File: src/shared/tcpo_pkg.sv
// Shared constants and carrier types for the Type-C port ownership block
package tcpo_pkg;
  localparam int unsigned NUM_LANES      = 4;     // Main-link lanes per port
  localparam int unsigned LANE_CFG_W     = 4;     // Lane assignment field width
  localparam int unsigned LIVE_W         = 2;     // Live-state field width
  localparam int unsigned MODE_STAT_W    = 4;     // Lane-mode status word width
  localparam int unsigned CTRL_W         = 4;     // Safe-state control word width
  localparam int unsigned NUM_REQ        = 2;     // Boot and driver request sets
  localparam int unsigned CLK_MHZ        = 250;   // Core clock rate
  localparam int unsigned PWR_SETTLE_NS  = 2000;  // Aux IO power settle time
  localparam int unsigned PWR_SETTLE_CYC = (PWR_SETTLE_NS * CLK_MHZ + 999) / 1000;
  localparam int unsigned SETTLE_W       = 10;    // Settle counter width
  localparam int unsigned MBOX_CMD_W     = 8;     // Mailbox command width
  localparam logic [MBOX_CMD_W-1:0] MBOX_EXIT_COLD = 8'h12; // Cold-state exit code
  localparam int unsigned MBOX_BUSY_NS   = 1000;  // Mailbox processing time
  localparam int unsigned MBOX_BUSY_CYC  = (MBOX_BUSY_NS * CLK_MHZ + 999) / 1000;
  localparam int unsigned COLD_HOLD_MS   = 500;   // Guaranteed stay out of cold state
  localparam int unsigned COLD_HOLD_CYC  = COLD_HOLD_MS * CLK_MHZ * 1000;
  localparam int unsigned HOLD_W         = 28;    // Cold-hold counter width
  localparam logic [LIVE_W-1:0] LIVE_NONE   = 2'h0; // No connection
  localparam logic [LIVE_W-1:0] LIVE_ALT    = 2'h1; // Alternate-mode connection
  localparam logic [LIVE_W-1:0] LIVE_TUNNEL = 2'h2; // Tunneled connection
  localparam logic AUX_SEL_LEGACY = 1'b0;        // Aux path select: legacy
  localparam logic AUX_SEL_TUNNEL = 1'b1;        // Aux path select: tunnel

  // Aux power request carrier for one requester set
  typedef struct packed {
    logic tunnel_req;   // Tunneled IO power request
    logic legacy_req;   // Non-tunneled IO power request
  } tcpo_aux_req_t;

  // Aux power state carrier
  typedef struct packed {
    logic tunnel_on;    // Tunneled IO power state
    logic legacy_on;    // Non-tunneled IO power state
  } tcpo_aux_state_t;
endpackage

File: src/design/tcpo_aux_power.sv
// Aux IO power sequencer: takes the ORed request, settle delay, cold-state gating
`timescale 1ns/1ps
module tcpo_aux_power #(
  parameter int unsigned SETTLE_CYC = tcpo_pkg::PWR_SETTLE_CYC
) (
  input  wire logic CLK,
  input  wire logic SYS_RST,
  input  wire logic any_req,    // OR of all requesters for this path
  input  wire logic cold,       // Subsystem in cold state
  output logic      pwr_on      // Power state acknowledge
);
  import tcpo_pkg::*;

  // Whole state of the sequencer
  typedef struct packed {
    logic [SETTLE_W-1:0] cnt;   // Settle counter
    logic                on;    // Acknowledge flop
  } tcpo_pwr_state_t;

  tcpo_pwr_state_t st_q;        // Registered state
  tcpo_pwr_state_t st_d;        // Next state

  // Count up while requested; ack only once stable, never in cold state
  always_comb
  begin
    st_d = st_q;
    if (!any_req || cold)
    begin
      // Power drops only when no requester remains, or ack held off in cold
      st_d.cnt = '0;
      st_d.on  = 1'b0;
    end
    else if (st_q.cnt < SETTLE_W'(SETTLE_CYC))
    begin
      st_d.cnt = st_q.cnt + SETTLE_W'(1);
    end
    else
    begin
      st_d.on = 1'b1;
    end
  end

  // State register
  always_ff @(posedge CLK)
  begin
    if (SYS_RST)
      st_q <= '0;
    else
      st_q <= st_d;
  end

  assign pwr_on = st_q.on;
endmodule // tcpo_aux_power

File: src/design/tcpo_port_own.sv
// Type-C port ownership handshake, aux power and lane control logic
// Overview of operation
// - Device reports lane assignment field to software
// - Separate tunneled and non-tunneled power requests
// - Per-lane main-link enables for unused lanes
// - Legacy connector reversal applied inside engine
// - Request sets power state after settling
// - Power stays on while other requesters hold
// - Two independent request sets, boot and driver
// - Cold state: mode, control, live and lane-config reads all ones, lane-mux writes ignored
// - Mailbox code 0x12 sets busy, clears when done
// - No ack in cold; request blocks entry
`timescale 1ns/1ps
module tcpo_port_own #(
  parameter int unsigned MBOX_CYC = tcpo_pkg::MBOX_BUSY_CYC,
  parameter int unsigned HOLD_CYC = tcpo_pkg::COLD_HOLD_CYC
) (
  input  wire logic                                  CLK,
  input  wire logic                                  SYS_RST,
  // Software side: safe-state control
  input  wire logic                                  SW_EXIT_WR,
  input  wire logic                                  SW_EXIT_VAL,
  // Software side: per-lane enables
  input  wire logic                                  SW_LANE_WR,
  input  wire logic [tcpo_pkg::NUM_LANES-1:0]        SW_LANE_EN,
  // Software side: aux path select and reversal
  input  wire logic                                  SW_AUX_SEL,
  input  wire logic                                  SW_REVERSE,
  // Software side: two request sets
  input  wire tcpo_pkg::tcpo_aux_req_t               SW_REQ_BOOT,
  input  wire tcpo_pkg::tcpo_aux_req_t               SW_REQ_DRV,
  // Software side: mailbox
  input  wire logic                                  MBOX_WR,
  input  wire logic [tcpo_pkg::MBOX_CMD_W-1:0]       MBOX_CMD,
  output logic                                       MBOX_BUSY,
  // Firmware side
  input  wire logic                                  FW_LANE_DP,
  input  wire logic [tcpo_pkg::LIVE_W-1:0]           FW_LIVE,
  input  wire logic [tcpo_pkg::LANE_CFG_W-1:0]       FW_LANE_CFG,
  input  wire logic                                  FW_PORT_IDLE,
  input  wire logic                                  FW_TYPEC_CONN,
  output logic                                       COLD_STATE,
  // Software-visible readback
  output logic [tcpo_pkg::MODE_STAT_W-1:0]           RD_MODE_STAT,
  output logic [tcpo_pkg::CTRL_W-1:0]                RD_CTRL,
  output logic [tcpo_pkg::LIVE_W-1:0]                RD_LIVE,
  output logic [tcpo_pkg::LANE_CFG_W-1:0]            RD_LANE_CFG,
  output tcpo_pkg::tcpo_aux_state_t                  RD_AUX_STATE,
  // To lane mux and PHY
  output logic                                       SAFE_MODE_EXIT,
  output logic [tcpo_pkg::NUM_LANES-1:0]             LANE_ENABLE,
  output logic [tcpo_pkg::NUM_LANES-1:0]             LANE_MAP_REVERSED,
  output logic                                       AUX_PATH_SEL
);
  import tcpo_pkg::*;

  // Whole state of the block
  typedef struct packed {
    logic                  exit_bit;   // Safe-mode-exit handshake bit
    logic [NUM_LANES-1:0]  lane_en;    // Main-link lane enables
    logic                  aux_sel;    // Aux path select
    logic                  reverse;    // Internal lane reversal
    logic                  cold;       // Subsystem cold state
    logic                  mbox_busy;  // Mailbox run-busy flag
    logic [HOLD_W-1:0]     mbox_cnt;   // Mailbox processing counter
    logic [HOLD_W-1:0]     hold_cnt;   // Cold re-entry hold-off counter
    logic [MODE_STAT_W-1:0] mode_rd;   // Mode status readback
    logic [CTRL_W-1:0]     ctrl_rd;    // Control readback
    logic [LIVE_W-1:0]     live_rd;    // Live-state readback
    logic [LANE_CFG_W-1:0] cfg_rd;     // Lane assignment readback
    logic [NUM_LANES-1:0]  map_rd;     // Lane map to PHY
  } tcpo_state_t;

  tcpo_state_t st_q;                   // Registered state
  tcpo_state_t st_d;                   // Next state

  logic            any_tun;            // Any tunneled requester
  logic            any_leg;            // Any non-tunneled requester
  tcpo_aux_state_t pwr;                // Power acknowledges
  logic            keep_awake;         // Something blocks cold entry

  // Requesters from both sets OR together per path
  assign any_tun = SW_REQ_BOOT.tunnel_req | SW_REQ_DRV.tunnel_req;
  assign any_leg = SW_REQ_BOOT.legacy_req | SW_REQ_DRV.legacy_req;

  // Tunneled aux IO power path
  tcpo_aux_power u_pwr_tun (
    .CLK     (CLK),
    .SYS_RST (SYS_RST),
    .any_req (any_tun),
    .cold    (st_q.cold),
    .pwr_on  (pwr.tunnel_on)
  );

  // Non-tunneled aux IO power path
  tcpo_aux_power u_pwr_leg (
    .CLK     (CLK),
    .SYS_RST (SYS_RST),
    .any_req (any_leg),
    .cold    (st_q.cold),
    .pwr_on  (pwr.legacy_on)
  );

  // Cold entry is blocked by requests, handshake bit, hold window or mailbox busy
  assign keep_awake = any_tun | any_leg | st_q.exit_bit
                    | (st_q.hold_cnt != '0) | st_q.mbox_busy;

  // Next-state logic
  always_comb
  begin
    st_d = st_q;
    // Cold state: entry only when idle and nothing holds, exit on connect
    if (st_q.cold)
    begin
      // Requests alone never wake the subsystem
      if (FW_TYPEC_CONN)
        st_d.cold = 1'b0;
    end
    else if (FW_PORT_IDLE && !keep_awake)
    begin
      st_d.cold = 1'b1;
    end
    // Mailbox: exit command sets busy, processing wakes subsystem
    if (st_q.mbox_busy)
    begin
      if (st_q.mbox_cnt == '0)
      begin
        st_d.mbox_busy = 1'b0;
        st_d.cold      = 1'b0;
        st_d.hold_cnt  = HOLD_W'(HOLD_CYC);
      end
      else
      begin
        st_d.mbox_cnt = st_q.mbox_cnt - HOLD_W'(1);
      end
    end
    else if (MBOX_WR && MBOX_CMD == MBOX_EXIT_COLD)
    begin
      // Other command codes are ignored; busy rejects new writes
      st_d.mbox_busy = 1'b1;
      st_d.mbox_cnt  = HOLD_W'(MBOX_CYC);
    end
    else if (st_q.hold_cnt != '0)
    begin
      st_d.hold_cnt = st_q.hold_cnt - HOLD_W'(1);
    end
    // Lane-mux registers freeze in cold state
    if (!st_q.cold)
    begin
      if (SW_EXIT_WR)
        st_d.exit_bit = SW_EXIT_VAL;
      if (SW_LANE_WR)
        st_d.lane_en = SW_LANE_EN;
    end
    else
    begin
      st_d.lane_en = st_q.lane_en;
    end
    // Engine-side settings are always writable
    st_d.aux_sel = SW_AUX_SEL;
    st_d.reverse = SW_REVERSE;
    // Readback: all ones while cold
    if (st_d.cold)
    begin
      st_d.mode_rd = '1;
      st_d.ctrl_rd = '1;
      st_d.live_rd = '1;
      st_d.cfg_rd  = '1;
    end
    else
    begin
      st_d.mode_rd = {{(MODE_STAT_W-1){1'b0}}, FW_LANE_DP};
      st_d.ctrl_rd = {{(CTRL_W-1){1'b0}}, st_d.exit_bit};
      st_d.live_rd = FW_LIVE;
      st_d.cfg_rd  = FW_LANE_CFG;
    end
    // Reversal inside engine for legacy use; mux ignores it
    for (int i = 0; i < NUM_LANES; i++)
    begin
      st_d.map_rd[i] = st_d.reverse ? st_d.lane_en[NUM_LANES-1-i]
                                    : st_d.lane_en[i];
    end
  end

  // State register
  always_ff @(posedge CLK)
  begin
    if (SYS_RST)
      st_q <= '0;
    else
      st_q <= st_d;
  end

  // Outputs straight from state or power sequencers
  assign MBOX_BUSY         = st_q.mbox_busy;
  assign COLD_STATE        = st_q.cold;
  assign RD_MODE_STAT      = st_q.mode_rd;
  assign RD_CTRL           = st_q.ctrl_rd;
  assign RD_LIVE           = st_q.live_rd;
  assign RD_LANE_CFG       = st_q.cfg_rd;
  assign RD_AUX_STATE      = pwr;
  assign SAFE_MODE_EXIT    = st_q.exit_bit;
  assign LANE_ENABLE       = st_q.lane_en;
  assign LANE_MAP_REVERSED = st_q.map_rd;
  assign AUX_PATH_SEL      = st_q.aux_sel;
endmodule // tcpo_port_own

File: config.mk
export PLATFORM = sky130hd
export DESIGN_NAME = tcpo_port_own
export DESIGN_NICKNAME = d
export VERILOG_FILES = /design/src/shared/tcpo_pkg.sv /design/src/design/tcpo_aux_power.sv /design/src/design/tcpo_port_own.sv
export SDC_FILE = /design/constraint.sdc
export NUM_CORES = 1
export LEC_CHECK = 0
export ABC_AREA = 0
export BUFFER_PORTS_ARGS = -buffer_cell sky130_fd_sc_hd__buf_4
export CORE_UTILIZATION = 40
export DETAILED_ROUTE_END_ITERATION = 16
export PLACE_DENSITY = 0.66
export SETUP_SLACK_MARGIN = 0.05
export SLEW_MARGIN = 20
export SYNTH_ARGS = -nofsm -noshare
export SYNTH_HDL_FRONTEND = slang
export SYNTH_SLANG_ARGS = --single-unit
File: constraint.sdc
create_clock -name CLK -period 3 [get_ports CLK]
set_input_delay 0 -clock CLK [delete_from_list [all_inputs] [get_ports CLK]]
set_output_delay 0 -clock CLK [all_outputs]
set_load 0.02 [all_outputs]
==> flow_summary.yaml, run 1 <==
floorplan:
  fp-row-count: 38
  chipWidth_um: 110
  ioPinCount: 61
  core_mm2: 0.0111
  die_area_mm2: 0.0120
  die_height_um: 110
  start_util_pct: 41.8
worst_hold_path:
  hold_class: "input port to register"
  min_to: "LANE_ENABLE[3]$_SDFF_PP0_"
  min_from: "SYS_RST"
  hold-path-cell-count: 2
layout:
  area_delta_synth_final_pct: 19.5
  fill_cells: 1025
  drive_above_1_share_pct: 17.6
  final_area_mm2: 0.00553
  final_cell_mix: "98 x dfxtp_1, 72 x buf_4, 71 x nor2_1"
  final_util_pct: 49.9
  final_common_cell: "dfxtp_1"
  antenna_cells: 0
  final_nets: 630
power_and_ir_drop:
  powerDensity_mw_per_mm2: 770
  power_w: 0.00426
  p_leak_nw: 2.26
  clock_power_share_pct: 25.8
  internal-power_w: 0.00270
  switchingPower_w: 0.00156
  p_comb_share_pct: 33.9
  p_sw_share_pct: 36.6
  irDropWorstVdd_mv: 0.374
  p_seq_share_pct: 40.4
timing:
  finalSetupTns_ps: 0
  clock.fmax_mhz: 363
  setup_violations: 0
  post-route-period-util_pct: 91.8
  relSlewSlack_pct: 40.6
  worst_slew_pin_slew_ps: 888
  rsz0062_at_grt: "false"
  hold_viol: 0
  min_period_ps: 2750
  drv_slew: 0
  skew_ps: 8.01
drt:
  drc_errors: 0
  drt-initial-drc-count: 228
  routed_wl_um: 10000
  wl_per_cell_um: 13.6
  dr.pass1.iters: 4
  ant_nets: 0
  viasPerCell: 5.38
  vias: 3959
worst_setup_path:
  cp-start-kind: "register"
  crit_family: "simple AND/OR/NAND/NOR gates"
  cp_cell_sequence: "or4_4 -> or4_4 -> or4_4 -> a21oi_4 -> buf_12 -> a21oi_1 -> a311oi_1"
  cp_num_buf_inv: 1
  r2r_slack_ps: 250
  crit_type: "register to register"
  arrival_ps: 3010
  reg2regPathDepth: 7
  cpMostUsedCell: "or4_4"
  critPathRequiredTime_ps: 3260
  setup.worst_path.end_class: "register"
  cp_slowest_cell: "or4_4"
  worstReg2RegStart: "st_q[60]$_SDFFE_PP0P_"
  r2r_end: "st_q[32]$_SDFFE_PP0P_"
  crit_path_max_fanout: 17
  cpPeakStageDelay_ps: 600
clock_network:
  cts_num_sinks: 98
  clockBufferDepth: 2
  clkSlewWorstSetupHoldPaths_ps: 70
  cts_tree: "yes"
  worstSkewPairLatency_ps: 340
  htreeDepth: 3
  cts_setup_buffers: 0
  cts_root_buf: "clkbuf_16"
  cts_buffers: 9
synth:
  syn_nets: 577
  synth_top_family_by_area: "simple AND/OR/NAND/NOR gates"
  synthAdderAreaFrac_pct: 1.62
  synth-seq-cells: 98
  yosys.area_share.simple_pct: 27.3
  yosysSeqAreaShare_pct: 42.4
  synth_compound_area_share_pct: 12.1
  synth_edf_count: 0
  synth_top_flop_cell: "dfxtp_1"
  synth_cell_types: 46
  synth-async-reset-ratio_pct: 0
  synthXorXnorAreaFrac_pct: 7.57
  ys_warn_count: 0
  synthesis.area_mm2: 0.00463
  synth_cells: 538
  avgSynthCellArea_um2: 8.61
  synth_mux_area_share_pct: 1.73
grt:
  grt_max_degree: 45
  grt_pass1_vias: 3803
  gr-total-overflow: 0
  gr-usage-all-layers_pct: 18.1
  antenna_found_initial: 0
  grt_pass1_wl_um: 17100
run_status:
  status: "completed"
placement:
  post_dp_cell_area_mm2: 0.00510
  dp_hpwl_um: 7110
  routabilityCongestion: 0.839
  portBuffers: 60
job:
  maxCapViolations: 0
[layout make-up]
class / instances / area (µm²) / area share, %
tap: 140 / 175 / 3.17
multi-input combinational: 377 / 2340 / 42.3
clock buffer: 9 / 225 / 4.07
clock inverter: 7 / 60.1 / 1.09
inverter: 18 / 67.6 / 1.22
timing repair buffer: 87 / 701 / 12.7
sequential: 98 / 1960 / 35.5
[routing by layer]
| layer | vias up | global-route usage [%] | share of wire (%) |
|---|---|---|---|
| li1 | 2000 | - | - |
| met1 | 1858 | 22.0 | 45 |
| met2 | 91 | 31.8 | 48 |
| met3 | 10 | 3.91 | 5.3 |
| met4 | 0 | 5.81 | 0.91 |
| met5 | - | 0 | 0 |
[flip-flops by register name (all words and copies together), names as in the netlist, 2 cells and up]
name	cells
u_pwr_tun.st_q	10
RD_LIVE	2
RD_MODE_STAT	2
LANE_MAP_REVERSED	4
LANE_ENABLE	4
u_pwr_leg.st_q	10
RD_LANE_CFG	4
st_q	56
[worst max path at each step]
stage,endpoint,cells after the start,startpoint,slack (ps)
after floorplan,st_q[31]$_SDFFE_PP0P_,8,st_q[60]$_SDFFE_PP0P_,290
after global placement,st_q[32]$_SDFFE_PP0P_,7,st_q[60]$_SDFFE_PP0P_,220
after detailed placement,st_q[29]$_SDFFE_PP0P_,7,st_q[60]$_SDFFE_PP0P_,140
after CTS,st_q[26]$_SDFFE_PP0P_,7,st_q[60]$_SDFFE_PP0P_,140
after global routing,st_q[29]$_SDFFE_PP0P_,7,st_q[60]$_SDFFE_PP0P_,120
final,st_q[32]$_SDFFE_PP0P_,7,st_q[60]$_SDFFE_PP0P_,250
[synthesized netlist by cell type (11+ instances only)]
library cell / count / area share (%)
dfxtp_1: 98 / 42
nor2_1: 71 / 5.8
a21oi_1: 30 / 3.2
xor2_1: 29 / 5.5
nor3_1: 27 / 2.9
buf_4: 24 / 3.9
nand2_1: 21 / 1.7
inv_1: 18 / 1.5
nor4_1: 17 / 2.3
clkbuf_1: 16 / 1.3
nand3_1: 15 / 1.6
nand4_1: 15 / 2.0
o21ai_0: 13 / 1.4
xnor2_1: 11 / 2.1
[metrics by stage]
stage / hold slack, ps / cells / setup slack (ps)
2_1_floorplan: 96.2 / 538 / 287
3_5_place_dp: 249 / 706 / 141
6_report: 97.2 / 736 / 246
5_1_grt: 99.4 / 736 / 125
4_1_cts: 84.7 / 736 / 144
3_3_place_gp: 209 / 706 / 218
[worst register-to-register path, stage by stage (launching register included)]
cell and delay, ps:
dfxtp_1 360, or4_4 570, or4_4 480, or4_4 600
a21oi_4 190, buf_12 170, a21oi_1 80, a311oi_1 230
[power groups by stage]
stage                     registers, W  logic, W  clock network (W)
final                          0.00172   0.00144            0.00110
after global routing           0.00176   0.00163            0.00119
after CTS                      0.00172   0.00144            0.00114
after detailed placement       0.00174   0.00142                  0
after global placement         0.00173   0.00139                  0
after floorplan                0.00169   0.00108                  0
[what timing repair did]
item	CTS	global route
endpoints found under the setup margin	0	7
endpoints found under the hold margin	18	0
resized for setup	0	2
hold buffers	14	0
[cells by family (layout without fill, tap and decap cells)]
kind of cell	Yosys count	after routing
fa+ha+maj	6	6
compound gates	86	86
mux	8	8
flops	98	98
simple gates	237	237
xor+xnor	40	40
buf+inv	63	121
(Power assumes the default switching activity.)
==> run 2: changes to the inputs <==
Clock period 3 ns to 3.4 ns, I/O delays scaled along.
==> run 2 against run 1 <==
Compared with the run above: sequential power shrank 12%; largest cell class unchanged; register-to-register slack better by 200 ps; die area did not move; clock skew is 0.83 ps lower; global-route usage is 0.11 points higher; critical path type unchanged.
==> flow_summary.yaml, run 2 (synthesis results as in run 1) <==
layout:
  antenna_cells: 0
  area_delta_synth_final_pct: 18.6
  final_nets: 628
  largest_registers: "st_q x56, u_pwr_leg.st_q x10, u_pwr_tun.st_q x10"
  largest_register_ffs: 56
  final_common_cell: "dfxtp_1"
  drive_above_1_share_pct: 17.0
  final_cell_mix: "98 x dfxtp_1, 71 x nor2_1, 70 x buf_4"
  largest-register: "st_q"
  final_area_mm2: 0.00549
floorplan:
  core_mm2: 0.0111
  fp-row-count: 38
  die_height_um: 110
  chipWidth_um: 110
  die_area_mm2: 0.0120
  ioPinCount: 61
  start_util_pct: 41.8
timing:
  relSlewSlack_pct: 46.3
  finalSetupTns_ps: 0
  clock.fmax_mhz: 339
  drv_slew: 0
  rsz0062_at_grt: "false"
  skew_ps: 7.18
  setup_violations: 0
  worst_slew_pin_slew_ps: 794
  min_period_ps: 2950
  post-route-period-util_pct: 86.8
  hold_viol: 0
  setup_slack_ps: 450
placement:
  post_dp_cell_area_mm2: 0.00505
  routabilityCongestion: 0.786
  place_worst_setup_slack_ps: 277
  dp_hpwl_um: 6770
  portBuffers: 60
job:
  maxCapViolations: 0
worst_setup_path:
  cpPeakStageDelay_ps: 680
  arrival_ps: 3190
  crit_path_max_fanout: 13
  cp-start-kind: "register"
  setup.worst_path.end_class: "register"
  critPathRequiredTime_ps: 3640
  crit_type: "register to register"
  cp_cell_sequence: "or4_4 -> or4_1 -> or4_4 -> nand2b_1 -> buf_4 -> a21oi_1"
  worstReg2RegStart: "st_q[60]$_SDFFE_PP0P_"
  cpMostUsedCell: "or4_4"
  crit_start: "st_q[60]$_SDFFE_PP0P_"
  cp_slowest_cell: "or4_4"
drt:
  routed_wl_um: 10000
  drt-initial-drc-count: 196
  dr.pass1.iters: 4
  vias: 3955
  ant_nets: 0
  drc_errors: 0
  viasPerCell: 5.39
  wl_per_cell_um: 13.7
clock_network:
  cts_tree: "yes"
  cts_root_buf: "clkbuf_16"
  cts_num_sinks: 98
  clkSlewWorstSetupHoldPaths_ps: 70
  clockBufferDepth: 2
  worstSkewPairLatency_ps: 350
  htreeDepth: 3
  cts_buffers: 9
power_and_ir_drop:
  irDropWorstVdd_mv: 0.466
  powerDensity_mw_per_mm2: 682
  p_leak_nw: 2.25
grt:
  gr-total-overflow: 0
  antenna_found_initial: 0
  grt_pass1_wl_um: 17100
  gr-usage-all-layers_pct: 18.3
  grt_pass1_vias: 3707
  grt_max_degree: 45
worst_hold_path:
  min_from: "SYS_RST"
  hold_class: "input port to register"
run_status:
  status: "completed"
[run 2: what timing repair did]
action                     in CTS  in global routing
setup buffers                   0                  3
hold buffers                   14                  0
setup endpoints to repair       0                  1
hold endpoints to repair       18                  0
resized for setup               0                  0
[run 2: worst paths after layout]
kind,to,cells after the start,slack (ps)
worst max-delay path,st_q[37]$_SDFFE_PP0P_,6,450
worst min-delay path,SAFE_MODE_EXIT$_SDFF_PP0_,2,80
worst max register to register,st_q[37]$_SDFFE_PP0P_,6,450
worst min register to register,u_pwr_leg.st_q[10]$_SDFFE_PP0N_,2,450
[run 2: cell type report]
class | count | area (µm²)
clock buffer | 10 | 229
sequential | 98 | 1960
tap | 140 | 175
multi-input combinational | 377 | 2330
clock inverter | 6 | 41.3
timing repair buffer | 85 | 686
fill | 1031 | 5590
inverter | 18 | 67.6
[run 2: routing by layer]
metal  GRT usage (%)  up-vias  part of all wire, %
li1                -     2006                    -
met1            22.3     1856                   47
met2            30.4       76                   46
met3            5.04       17                  4.4
met4            7.14        0                  1.7
met5               0        -                    0
[run 2: through the flow]
step	power, W	util (%)	std cells	hold WS, ps
after global placement	0.00269	45.6	701	215
after detailed placement	0.00274	45.6	701	220
after global routing	0.00401	49.6	734	92.9
after CTS	0.00371	49.3	731	79.4
final	0.00375	49.6	734	84.7
after floorplan	0.00244	-	538	96.2
[run 2: critical path: cells and delay by family (launching register included)]
family	cells	cell delay [ps]
AO/OA/AOI/OAI	1	30
buffers and inverters	1	200
flip-flops	1	360
AND/OR/NAND/NOR	4	2230
[run 2: power by group]
| group | leakage [nW] | switching (W) | total (W) | internal (W) |
|---|---|---|---|---|
| combinational | 1.32 | 0.000730 | 0.00128 | 0.000549 |
| sequential | 0.798 | 0.000190 | 0.00152 | 0.00133 |
| clock | 0.137 | 0.000450 | 0.000949 | 0.000499 |
